$ cat src/rtl/dac_host_pkg.sv
// Constants for the host-side controller of the nibble-latch converter
// Notes on behaviour
// RULE1 - Device clears its output latch at power-up
// RULE2 - Clear low forces output latch to zero
// RULE3 - Clear acts asynchronously, ignores device select
// RULE4 - Host may hold clear low to save power
// RULE5 - Host writes all twelve bits every word
// RULE6 - Host writes zeros into both sub-LSBs
// RULE7 - Word splits into low, mid, high nibbles
// RULE8 - Latch choice from address, strobe, select only
// RULE9 - Address pairs select high, mid or low nibble
// RULE10 - Both address low loads eight bits, no update
// RULE11 - Output latch updates all twelve bits together
// RULE12 - Output latch captures on load rising edge
// RULE13 - Load low near strobe rise: hold 50ns
// RULE14 - Load held low makes output latch transparent
// RULE15 - Four-bit host ties low and mid pins
// RULE16 - Four-bit host writes three nibble cycles
// RULE17 - Eight-bit host drives sub-LSBs and D0-D5
// RULE18 - With load high, parts in either order
// RULE19 - Fast mode ties address lines, two cycles
// RULE20 - Transparent mode writes eight-bit part first
// RULE21 - Load low moves input latch to output
// RULE22 - Device select gates all addressing and writing
// RULE23 - Latches hold while select or strobe high
// RULE24 - Selected nibble follows pins, holds at strobe rise
package dac_host_pkg;
	localparam int CLK_PERIOD_NS = 10;
	localparam int SETUP_NS = 20;
	localparam int STROBE_NS = 50;
	localparam int HOLD_NS = 20;
	localparam int LOAD_NS = 50;
	localparam int SETUP_CYC = (SETUP_NS + CLK_PERIOD_NS - 1) / CLK_PERIOD_NS;
	localparam int STROBE_CYC = (STROBE_NS + CLK_PERIOD_NS - 1) / CLK_PERIOD_NS;
	localparam int HOLD_CYC = (HOLD_NS + CLK_PERIOD_NS - 1) / CLK_PERIOD_NS;
	localparam int LOAD_CYC = (LOAD_NS + CLK_PERIOD_NS - 1) / CLK_PERIOD_NS;
	localparam int CNT_W = 4;
	localparam logic [1:0] SEL_LOWMID = 2'h0;
	localparam logic [1:0] SEL_MID = 2'h1;
	localparam logic [1:0] SEL_LOW = 2'h2;
	localparam logic [1:0] SEL_HIGH = 2'h3;
	localparam logic [1:0] MODE_NIBBLE = 2'h0;
	localparam logic [1:0] MODE_BYTE = 2'h1;
	localparam logic [1:0] MODE_FAST = 2'h2;
	localparam logic [7:0] BUS_RESET = 8'h00;
	typedef enum logic [2:0] {
		ST_IDLE = 3'h0,
		ST_SETUP = 3'h1,
		ST_STROBE = 3'h2,
		ST_HOLD = 3'h3,
		ST_LOAD = 3'h4
	} state_t;
endpackage : dac_host_pkg

$ cat src/rtl/dac_word_store.sv
// Holds the last accepted 10-bit word with a registered read port
`timescale 1ns/10ps
module dac_word_store (
	input wire logic i_clk,
	input wire logic i_rst_n,
	input wire logic i_we,
	input wire logic [9:0] i_wdata,
	output logic [9:0] o_rdata
);
	logic [9:0] mem_r;

	always_ff @(posedge i_clk) begin
		if (!i_rst_n) begin
			mem_r <= 10'h000;
		end else if (i_we) begin
			mem_r <= i_wdata;
		end
	end

	always_ff @(posedge i_clk) begin
		if (!i_rst_n) begin
			o_rdata <= 10'h000;
		end else begin
			o_rdata <= mem_r;
		end
	end
endmodule : dac_word_store

$ cat src/rtl/dac_nibble_host.sv
// Host controller writing 10-bit words into the nibble-latch converter
`timescale 1ns/10ps
module dac_nibble_host (
	input wire logic I_MCLK,
	input wire logic I_RST_N,
	input wire logic I_START,
	input wire logic [9:0] I_WORD,
	input wire logic [1:0] I_MODE,
	input wire logic I_SHUTDOWN,
	output logic O_BUSY,
	output logic O_DONE,
	output logic [7:0] O_DATA,
	output logic O_NIBBLE_SEL_0,
	output logic O_NIBBLE_SEL_1,
	output logic O_DEVICE_SELECT_N,
	output logic O_WRITE_STROBE_N,
	output logic O_LOAD_OUTPUT_N,
	output logic O_CLEAR_N
);
	dac_host_pkg::state_t state_r;
	logic [dac_host_pkg::CNT_W-1:0] cnt_r;
	logic [1:0] step_r;
	logic [1:0] nsteps_r;
	logic [1:0] mode_r;
	logic [9:0] stored;
	logic [1:0] cur_sel;
	logic load_now;
	logic take;
	logic bus_cycle;
	logic sel_window;

	// True in the last cycle of a phase that lasts n cycles
	function automatic logic last_count(input logic [dac_host_pkg::CNT_W-1:0] c,
		input int n);
		last_count = (int'(c) == n - 1);
	endfunction : last_count

	// True while a write step owns the bus pins
	function automatic logic in_bus_state(input dac_host_pkg::state_t s);
		in_bus_state = (s == dac_host_pkg::ST_SETUP) || (s == dac_host_pkg::ST_STROBE) ||
			(s == dac_host_pkg::ST_HOLD);
	endfunction : in_bus_state

	// Word padded with two zero sub-LSBs below the ten data bits
	function automatic logic [11:0] pad_word(input logic [9:0] w);
		pad_word = {w, 2'b00}; // see RULE5, see RULE6
	endfunction : pad_word

	// Address pair and bus byte for one step of a transfer
	function automatic logic [1:0] step_sel(input logic [1:0] m, input logic [1:0] s);
		if (m == dac_host_pkg::MODE_NIBBLE) begin
			case (s)
				2'h0: step_sel = dac_host_pkg::SEL_LOW;
				2'h1: step_sel = dac_host_pkg::SEL_MID;
				default: step_sel = dac_host_pkg::SEL_HIGH;
			endcase
		end else begin
			step_sel = (s == 2'h0) ? dac_host_pkg::SEL_LOWMID : dac_host_pkg::SEL_HIGH;
		end
	endfunction : step_sel

	function automatic logic [7:0] step_data(input logic [1:0] m, input logic [1:0] s,
		input logic [11:0] w);
		logic [1:0] sel;
		sel = step_sel(m, s);
		case (sel)
			dac_host_pkg::SEL_LOW: step_data = {w[3:0], w[3:0]}; // see RULE15, see RULE7
			dac_host_pkg::SEL_MID: step_data = {w[7:4], w[7:4]};
			dac_host_pkg::SEL_HIGH: step_data = {w[11:8], w[11:8]};
			default: step_data = w[7:0]; // see RULE17
		endcase
	endfunction : step_data

	assign take = I_START && (state_r == dac_host_pkg::ST_IDLE) && !I_SHUTDOWN;

	// Address pair of the current step, one bit to each address pin
	assign cur_sel = step_sel(mode_r, step_r);

	// Select stays high in the first setup cycle of every step, so address and data
	// change only with select high and each step gets a write cycle of its own
	assign bus_cycle = in_bus_state(state_r);
	assign sel_window = bus_cycle && !(state_r == dac_host_pkg::ST_SETUP && cnt_r == '0);

	dac_word_store u_store (
		.i_clk(I_MCLK),
		.i_rst_n(I_RST_N),
		.i_we(take),
		.i_wdata(I_WORD),
		.o_rdata(stored)
	);

	// Sequencer
	always_ff @(posedge I_MCLK) begin
		if (!I_RST_N) begin
			state_r <= dac_host_pkg::ST_IDLE;
			cnt_r <= '0;
			step_r <= 2'h0;
		end else begin
			case (state_r)
				dac_host_pkg::ST_IDLE: begin
					// A start is refused while busy or in shutdown
					if (take) begin
						state_r <= dac_host_pkg::ST_SETUP;
						cnt_r <= '0;
						step_r <= 2'h0;
					end
				end
				dac_host_pkg::ST_SETUP: begin
					if (last_count(cnt_r, dac_host_pkg::SETUP_CYC)) begin
						state_r <= dac_host_pkg::ST_STROBE;
						cnt_r <= '0;
					end else begin
						cnt_r <= cnt_r + 1'b1;
					end
				end
				dac_host_pkg::ST_STROBE: begin
					if (last_count(cnt_r, dac_host_pkg::STROBE_CYC)) begin
						state_r <= dac_host_pkg::ST_HOLD;
						cnt_r <= '0;
					end else begin
						cnt_r <= cnt_r + 1'b1;
					end
				end
				dac_host_pkg::ST_HOLD: begin
					if (last_count(cnt_r, dac_host_pkg::HOLD_CYC)) begin
						cnt_r <= '0;
						if (step_r == nsteps_r - 2'h1) begin
							// Fast mode already keeps load low; it still ends with a pulse
							state_r <= dac_host_pkg::ST_LOAD;
						end else begin
							step_r <= step_r + 2'h1; // see RULE16, see RULE18
							state_r <= dac_host_pkg::ST_SETUP;
						end
					end else begin
						cnt_r <= cnt_r + 1'b1;
					end
				end
				dac_host_pkg::ST_LOAD: begin
					if (last_count(cnt_r, dac_host_pkg::LOAD_CYC)) begin
						state_r <= dac_host_pkg::ST_IDLE; // see RULE13
						cnt_r <= '0;
					end else begin
						cnt_r <= cnt_r + 1'b1;
					end
				end
				default: begin
					state_r <= dac_host_pkg::ST_IDLE;
					cnt_r <= '0;
				end
			endcase
		end
	end

	// Transfer parameters captured at start
	always_ff @(posedge I_MCLK) begin
		if (!I_RST_N) begin
			mode_r <= dac_host_pkg::MODE_NIBBLE;
			nsteps_r <= 2'h3;
		end else if (take) begin
			mode_r <= I_MODE;
			nsteps_r <= (I_MODE == dac_host_pkg::MODE_NIBBLE) ? 2'h3 : 2'h2; // see RULE19
		end
	end

	// Load low in the pulse state, or throughout a fast-mode transfer
	assign load_now = (state_r == dac_host_pkg::ST_LOAD) ||
		(mode_r == dac_host_pkg::MODE_FAST && state_r != dac_host_pkg::ST_IDLE); // see RULE14

	// Bus pins
	always_ff @(posedge I_MCLK) begin
		if (!I_RST_N) begin
			O_DATA <= dac_host_pkg::BUS_RESET;
			O_NIBBLE_SEL_0 <= 1'b0;
			O_NIBBLE_SEL_1 <= 1'b0;
			O_DEVICE_SELECT_N <= 1'b1;
			O_WRITE_STROBE_N <= 1'b1;
			O_LOAD_OUTPUT_N <= 1'b1;
		end else begin
			if (bus_cycle) begin
				// The first setup cycle may still show the previous stored word,
				// harmless because select is high then
				O_DATA <= step_data(mode_r, step_r, pad_word(stored));
				// Fast mode puts low/mid first, high last
				O_NIBBLE_SEL_0 <= cur_sel[0]; // see RULE9, see RULE20
				O_NIBBLE_SEL_1 <= cur_sel[1]; // see RULE10
			end
			O_DEVICE_SELECT_N <= !sel_window; // see RULE16
			O_WRITE_STROBE_N <= (state_r != dac_host_pkg::ST_STROBE); // see RULE8
			O_LOAD_OUTPUT_N <= !load_now; // see RULE12
		end
	end

	// Clear pin doubles as shutdown control
	always_ff @(posedge I_MCLK) begin
		if (!I_RST_N) begin
			// Held low through reset so the converter output starts at zero
			O_CLEAR_N <= 1'b0;
		end else begin
			O_CLEAR_N <= !I_SHUTDOWN; // see RULE4
		end
	end

	// Busy mirrors a non-idle sequencer, so a start seen with busy low is taken unless shutdown is high
	always_ff @(posedge I_MCLK) begin
		if (!I_RST_N) begin
			O_BUSY <= 1'b0;
		end else begin
			O_BUSY <= take || (state_r != dac_host_pkg::ST_IDLE &&
				!(state_r == dac_host_pkg::ST_LOAD &&
				last_count(cnt_r, dac_host_pkg::LOAD_CYC)));
		end
	end

	// Done marks the last load cycle; load returns high on the following edge
	always_ff @(posedge I_MCLK) begin
		if (!I_RST_N) begin
			O_DONE <= 1'b0;
		end else begin
			O_DONE <= (state_r == dac_host_pkg::ST_LOAD) &&
				last_count(cnt_r, dac_host_pkg::LOAD_CYC);
		end
	end
endmodule : dac_nibble_host

$ cat config.mk
export PLATFORM = sky130hd
export DESIGN_NAME = dac_nibble_host
export DESIGN_NICKNAME = d
export VERILOG_FILES = /design/src/rtl/dac_host_pkg.sv /design/src/rtl/dac_word_store.sv /design/src/rtl/dac_nibble_host.sv
export SDC_FILE = /design/constraint.sdc
export NUM_CORES = 1
export LEC_CHECK = 0
export BUFFER_PORTS_ARGS = -buffer_cell sky130_fd_sc_hd__buf_2
export CAP_MARGIN = 20
export CORE_MARGIN = 2
export CORE_UTILIZATION = 58
export CTS_BUF_LIST = sky130_fd_sc_hd__clkbuf_4 sky130_fd_sc_hd__clkbuf_8
export CTS_CLUSTER_DIAMETER = 50
export DETAILED_ROUTE_END_ITERATION = 7
export PLACE_DENSITY = 0.79
export SLEW_MARGIN = 20
export SYNTH_ARGS = -nofsm -noshare
export SYNTH_HDL_FRONTEND = slang
export SYNTH_SLANG_ARGS = --single-unit
$ cat constraint.sdc
create_clock -name I_MCLK -period 2.45 [get_ports I_MCLK]
set_input_delay 0 -clock I_MCLK [delete_from_list [all_inputs] [get_ports I_MCLK]]
set_output_delay 0 -clock I_MCLK [all_outputs]
set_load 0.05 [all_outputs]
==> impl_metrics.json, run 1 <==
{
  "crit_path_cell_trace": "inv_1 -> ha_1 -> or3b_1 -> a22o_1 -> a221o_2 -> a221oi_2",
  "drive_above_1_share_pct": 18.1,
  "cap_viol_max_count": 0,
  "ys_ff_latch": 48,
  "tns_ps": 0,
  "die_w_um": 64.1,
  "clk_latency_ps": 370,
  "dpl.hpwl_um": 2820,
  "antenna_found_initial": 0,
  "postCtsHoldBufs": 13,
  "drt-initial-drc-count": 93,
  "grt_pass1_vias": 1604,
  "routedWlPerCell_um": 12.6,
  "setup_ws_ps": 463,
  "die_area_mm2": 0.00410,
  "fillers": 256,
  "cts_sinks": 48,
  "clock.fmax_ghz": 0.503,
  "fin_worst_skew_ps": 12.4,
  "post-route-min-period_ps": 1990,
  "ir_drop_v": 0.000494,
  "via_per_inst": 5.29,
  "ys_warn_count": 0,
  "setup_viol": 0,
  "clkPwrFrac_pct": 22.5,
  "post_synth.cell_area_avg_um2": 8.83,
  "worstPathMaxFanout": 4,
  "pwr-share-seq_pct": 45.1,
  "power_density_mw_per_mm2": 853,
  "track_usage_pct": 22.2,
  "pre_cts_ws_ps": 510,
  "synthToLayoutAreaGrowth_pct": 19.4,
  "synth_area_leader_cell": "dfxtp_1",
  "via_count": 1731,
  "drv_slew": 0,
  "ctsHtreeMaxLevel": 2,
  "endpoint_kind": "flip-flop",
  "ant_nets": 0,
  "worstReg2RegStart": "cnt_r[1]",
  "hold_path.class": "in -> reg",
  "drc": 0,
  "routabilityCongestion": 0.919,
  "antenna_cells": 0,
  "nets": 302,
  "critPathRequiredTime_ps": 2740,
  "numCtsBuffers": 5,
  "cp-start-kind": "flip-flop",
  "power.switching_uw": 801,
  "drt_wl_total_um": 4130,
  "synth_area_mm2": 0.00209,
  "p_leak_nw": 1.01,
  "cts_tree": "done",
  "overflow": 0,
  "synth.top_cell.area_share_pct": 45.9,
  "synthCells": 237,
  "p_int_mw": 1.33,
  "reg2reg_slack_ps": 460,
  "ys_top_cells_by_area": "dfxtp_1 46%, a21boi_0 7.9%, nand2_1 7.7%",
  "num_rows": 21,
  "r2r-end": "state_r[0]",
  "detail_route.first_pass.iterations": 4,
  "synth_cell_type_count": 43,
  "cts_resized": 0,
  "hold_viol": 0,
  "critPathCapture": "state_r[0]",
  "slew_headroom_pct": 49.6,
  "worstMarginPinSlew_ps": 750,
  "swShare_pct": 37.6,
  "fin_crit_sh_pct": 81.1,
  "hold_slack_ps": 72.6,
  "synth_fp_nets": 259,
  "r2r_cells": 6,
  "critical_path_arrival_ps": 2270,
  "design.core.area_mm2": 0.00339,
  "yosysMostFrequentCell": "dfxtp_1",
  "clkTransAtPathRegs_ps": 140,
  "rsz0062_at_grt": "no",
  "clk_path_buf_depth": 2,
  "synthArstFlopShare_pct": 0,
  "root_buffer": "clkbuf_4",
  "cpPeakStageDelay_ps": 390,
  "synth_common_cells": "48 x dfxtp_1, 43 x nand2_1, 22 x a21boi_0, 12 x and2_1, 11 x o21ai_0",
  "io_pins": 32,
  "path_class": "reg -> reg",
  "synth_edf_count": 0,
  "synth_flop_cell": "dfxtp_1",
  "die_h_um": 64.1,
  "slowest_stage": "a221o_2",
  "ys_seq_area_share_pct": 45.9,
  "grt_max_degree": 33,
  "start_util_pct": 61.7,
  "postCtsSetupRepairBufs": 0,
  "grt_pass1_wl_um": 7110,
  "combPwrFrac_pct": 32.4,
  "io_buffers": 31,
  "outcome": "finished, final reports clean",
  "cp-startpoint": "cnt_r[1]"
}
layer usage:
layer / wire length (um) / vias up / global-route usage [%] / share of wire [%]
met3: 200 / 5 / 4.05 / 4.8
met1: 2070 / 778 / 30.0 / 50
li1: - / 902 / - / -
met4: 40 / 0 / 9.24 / 0.97
met5: 0 / - / 0 / 0
met2: 1810 / 46 / 34.9 / 44
state kept, by name, summed over array words and instances (netlist names):
| name | count |
|---|---|
| u_store.mem_r | 10 |
| u_store.o_rdata | 10 |
| O_DATA | 8 |
| cnt_r | 4 |
| state_r | 3 |
| mode_r | 2 |
| step_r | 2 |
| O_BUSY | 1 |
| O_CLEAR_N | 1 |
| O_DEVICE_SELECT_N | 1 |
| O_DONE | 1 |
| O_LOAD_OUTPUT_N | 1 |
| O_NIBBLE_SEL_0 | 1 |
| O_NIBBLE_SEL_1 | 1 |
| O_WRITE_STROBE_N | 1 |
| nsteps_r | 1 |
power groups by stage:
stage / clock network (mW) / registers [mW] / logic, mW
detailed placement: 0 / 0.979 / 0.671
global route: 0.519 / 0.975 / 0.759
global placement: 0 / 0.975 / 0.669
floorplan: 0 / 1.12 / 0.393
CTS: 0.489 / 0.961 / 0.689
finish: 0.479 / 0.962 / 0.691
kinds of logic (layout without fill, tap and decap cells):
kind of cell               after synthesis  after routing  synth area share (%)
DFF                                     48             48                  45.9
xor gates and xnor gates                 3              3                  1.26
adders and majority gates                6              6                  3.59
AOI/OAI and AO/OA                       61             61                  21.2
muxes                                    2              2                 0.957
and+or+nand+nor                         98             98                  23.4
buffers and inverters                   19             63                  3.65
cells in the final DEF, fill, tap and decap left out, types with 2 or more instances in the layout:
| cell type | Yosys | routed |
|---|---|---|
| a21boi_0 | 22 | 22 |
| a21oi_1 | 6 | 6 |
| a31oi_1 | 3 | 3 |
| and2_1 | 12 | 12 |
| and3_2 | 2 | 2 |
| buf_2 | 4 | 31 |
| buf_4 | 0 | 4 |
| clkbuf_4 | 0 | 5 |
| dfxtp_1 | 48 | 48 |
| dlygate4sd3_1 | 0 | 13 |
| ha_1 | 6 | 6 |
| inv_1 | 7 | 7 |
| mux2i_1 | 2 | 2 |
| nand2_1 | 43 | 43 |
| nand3_1 | 7 | 7 |
| nand3b_1 | 3 | 3 |
| nand4_1 | 2 | 2 |
| nor2_1 | 10 | 10 |
| nor2b_1 | 5 | 5 |
| nor3_1 | 3 | 3 |
| nor3b_1 | 5 | 5 |
| o211a_1 | 2 | 2 |
| o211ai_1 | 4 | 4 |
| o21ai_0 | 11 | 11 |
| xnor2_1 | 2 | 2 |
how the worst min path moves through the flow:
stage                          start               to  slack (ps)  depth (start not counted)
final                        I_RST_N  O_LOAD_OUTPUT_N          70                          2
after global routing         I_RST_N  O_LOAD_OUTPUT_N         100                          2
after CTS                    I_RST_N  O_LOAD_OUTPUT_N          70                          2
after detailed placement  I_SHUTDOWN        O_CLEAR_N         190                          2
after global placement    I_SHUTDOWN        O_CLEAR_N         190                          2
after floorplan           I_SHUTDOWN        O_CLEAR_N          70                          1
layout make-up:
cell class	instances	area, um2	share of cell area, %
multi-input cells	170	1050	42.2
flip-flops and latches	48	961	38.5
repair buffers	48	315	12.6
well taps	46	57.6	2.30
clock inverters	3	46.3	1.85
clock buffers	5	37.5	1.50
inverters	7	26.3	1.05
stage by stage:
stage,area (um2),util (%),cells,power (mW)
2_1_floorplan,2090,-,237,1.51
3_3_place_gp,2280,67.4,306,1.64
3_5_place_dp,2280,67.4,306,1.65
4_1_cts,2500,73.7,327,2.14
5_1_grt,2500,73.7,327,2.25
6_report,2500,73.7,327,2.13
worst max-delay path, delay by kind of cell (launching register included):
family	cells	cell delay, ps
compound gates	3	930
flops	1	360
buf+inv	1	80
fa+ha+maj	1	160
simple gates	1	370
No activity file was read; power rests on OpenSTA's default activity.
==> run 2, diff against run 1 <==
--- a/config.mk
+++ b/config.mk
@@ -8,11 +8,11 @@
 export BUFFER_PORTS_ARGS = -buffer_cell sky130_fd_sc_hd__buf_2
 export CAP_MARGIN = 20
 export CORE_MARGIN = 2
-export CORE_UTILIZATION = 58
+export CORE_UTILIZATION = 52
 export CTS_BUF_LIST = sky130_fd_sc_hd__clkbuf_4 sky130_fd_sc_hd__clkbuf_8
 export CTS_CLUSTER_DIAMETER = 50
 export DETAILED_ROUTE_END_ITERATION = 7
-export PLACE_DENSITY = 0.79
+export PLACE_DENSITY = 0.75
 export SLEW_MARGIN = 20
 export SYNTH_ARGS = -nofsm -noshare
 export SYNTH_HDL_FRONTEND = slang
==> constraint.sdc (replaced) <==
create_clock -name I_MCLK -period 1.7 [get_ports I_MCLK]
set_input_delay 0 -clock I_MCLK [delete_from_list [all_inputs] [get_ports I_MCLK]]
set_output_delay 0 -clock I_MCLK [all_outputs]
set_load 0.05 [all_outputs]
==> impl_metrics.json, run 2 (synthesis results as in run 1) <==
{
  "synthToLayoutAreaGrowth_pct": 29.1,
  "mostFrequentLayoutCell": "dfxtp_1",
  "dpl.hpwl_um": 3110,
  "p_leak_nw": 1.10,
  "hold_path.class": "in -> reg",
  "routedWlPerCell_um": 13.5,
  "detail_route.first_pass.iterations": 4,
  "nets": 315,
  "crit_path_cell_trace": "inv_2 -> ha_4 -> or3b_4 -> a22o_1 -> a221o_2 -> a221oi_2",
  "drt-initial-drc-count": 127,
  "fin_worst_skew_ps": 6.47,
  "placed_cell_area_mm2": 0.00242,
  "critPathRequiredTime_ps": 1920,
  "overflow": 0,
  "clkTransAtPathRegs_ps": 90,
  "worstPathMaxFanout": 4,
  "drv_slew": 0,
  "clock.fmax_ghz": 0.544,
  "finalPower_mw": 3.43,
  "ctsHtreeMaxLevel": 2,
  "die_w_um": 67.4,
  "post-route-min-period_ps": 1840,
  "io_pins": 32,
  "drive_above_1_share_pct": 26.2,
  "crit_family": "compound AO/OA/AOI/OAI gates",
  "fin_crit_sh_pct": 108,
  "antenna_cells": 0,
  "clk_path_buf_depth": 2,
  "final_cell_area_mm2": 0.00270,
  "endpoint_kind": "flip-flop",
  "cp-start-kind": "flip-flop",
  "cap_viol_max_count": 0,
  "setup_viol": 4,
  "slew_headroom_pct": 67.1,
  "pre_cts_ws_ps": -129,
  "grt_pass1_wl_um": 7480,
  "start_util_pct": 53.1,
  "worstMarginPinSlew_ps": 488,
  "io_buffers": 31,
  "numCtsBuffers": 5,
  "die_h_um": 67.4,
  "design.core.area_mm2": 0.00394,
  "drc": 0,
  "via_count": 1816,
  "layout.cells.most_common_list": "45 x dfxtp_1, 43 x nand2_1, 31 x buf_2",
  "via_per_inst": 5.28,
  "rsz0062_at_grt": "yes",
  "grt_pass1_vias": 1704,
  "num_rows": 23,
  "path_buf_inv": 1,
  "clk_latency_ps": 300,
  "cts_tree": "done",
  "ant_nets": 0,
  "power_density_mw_per_mm2": 1270,
  "setup_ws_ps": -140,
  "violations": "negative setup slack",
  "ir_drop_v": 0.000719,
  "cts_sinks": 48,
  "outcome": "finished, violations left",
  "track_usage_pct": 21.8,
  "dpl.cell_count": 323,
  "critical_path_arrival_ps": 2060,
  "slowest_stage": "a221o_2",
  "fin_cells": 344,
  "routabilityCongestion": 0.866,
  "antenna_found_initial": 0,
  "root_buffer": "clkbuf_8",
  "top_regs": "u_store.mem_r x10, u_store.o_rdata x10, O_DATA x8",
  "drt_wl_total_um": 4630,
  "grt_max_degree": 36,
  "cpPeakStageDelay_ps": 400,
  "path_class": "reg -> reg",
  "hold_viol": 0,
  "die_area_mm2": 0.00455
}
-- run 2: cell types whose count changed in the layout (fill, tap and decap cells not counted), sizes merged --
cell      change
clkinvlp      -1
buf          +13
clkinv        +2
inv           -1
-- run 2: routing by layer --
layer / global-route usage, % / part of all wire (%)
met3: 5.33 / 5.7
met5: 0 / 0
met4: 6.12 / 0.58
met1: 27.6 / 47
met2: 36.8 / 47
-- run 2: where the power goes --
group / internal, mW / switching (mW) / total, mW
Combinational: 0.453 / 0.746 / 1.20
Clock: 0.443 / 0.396 / 0.839
Sequential: 1.28 / 0.116 / 1.39
-- run 2: final timing paths --
kind	startpoint	end	slack [ps]	cells after the start
max	cnt_r[1]	state_r[0]	-140	6
max reg2reg	cnt_r[1]	state_r[0]	-140	6
min reg2reg	O_DATA[1]	O_DATA[1]	450	2
min	I_RST_N	O_LOAD_OUTPUT_N	6	2
-- run 2: what timing repair did --
action / 4_1_cts / 5_1_grt
resized for setup: 5 / 12
pin swaps: 1 / 4
setup buffers: 1 / 0
setup endpoints to repair: 7 / 15
hold endpoints to repair: 14 / 0
hold buffers: 13 / 0
-- run 2: per-stage QoR --
stage          utilization (%)  hold WS, ps  TNS (ps)
2_1_floorplan                -         71.6      -237
5_1_grt                   68.5         10.1      -625
4_1_cts                   68.0        0.573      -369
6_report                  68.5         5.78      -445
3_3_place_gp              61.4          185      -234
3_5_place_dp              61.4          188      -397
-- run 2: layout make-up --
cell class	count	area [um2]
fillers	301	1240
multi-input cells	170	1110
flip-flops and latches	48	965
repair buffers	61	425
clock buffers	5	68.8
well taps	50	62.6
clock inverters	3	47.5
inverters	7	26.3
-- run 2: worst reg2reg max path: stages (launching register included) --
cell	delay [ps]
dfxtp_2	330
inv_2	70
ha_4	120
or3b_4	370
a22o_1	240
a221o_2	400
a221oi_2	250
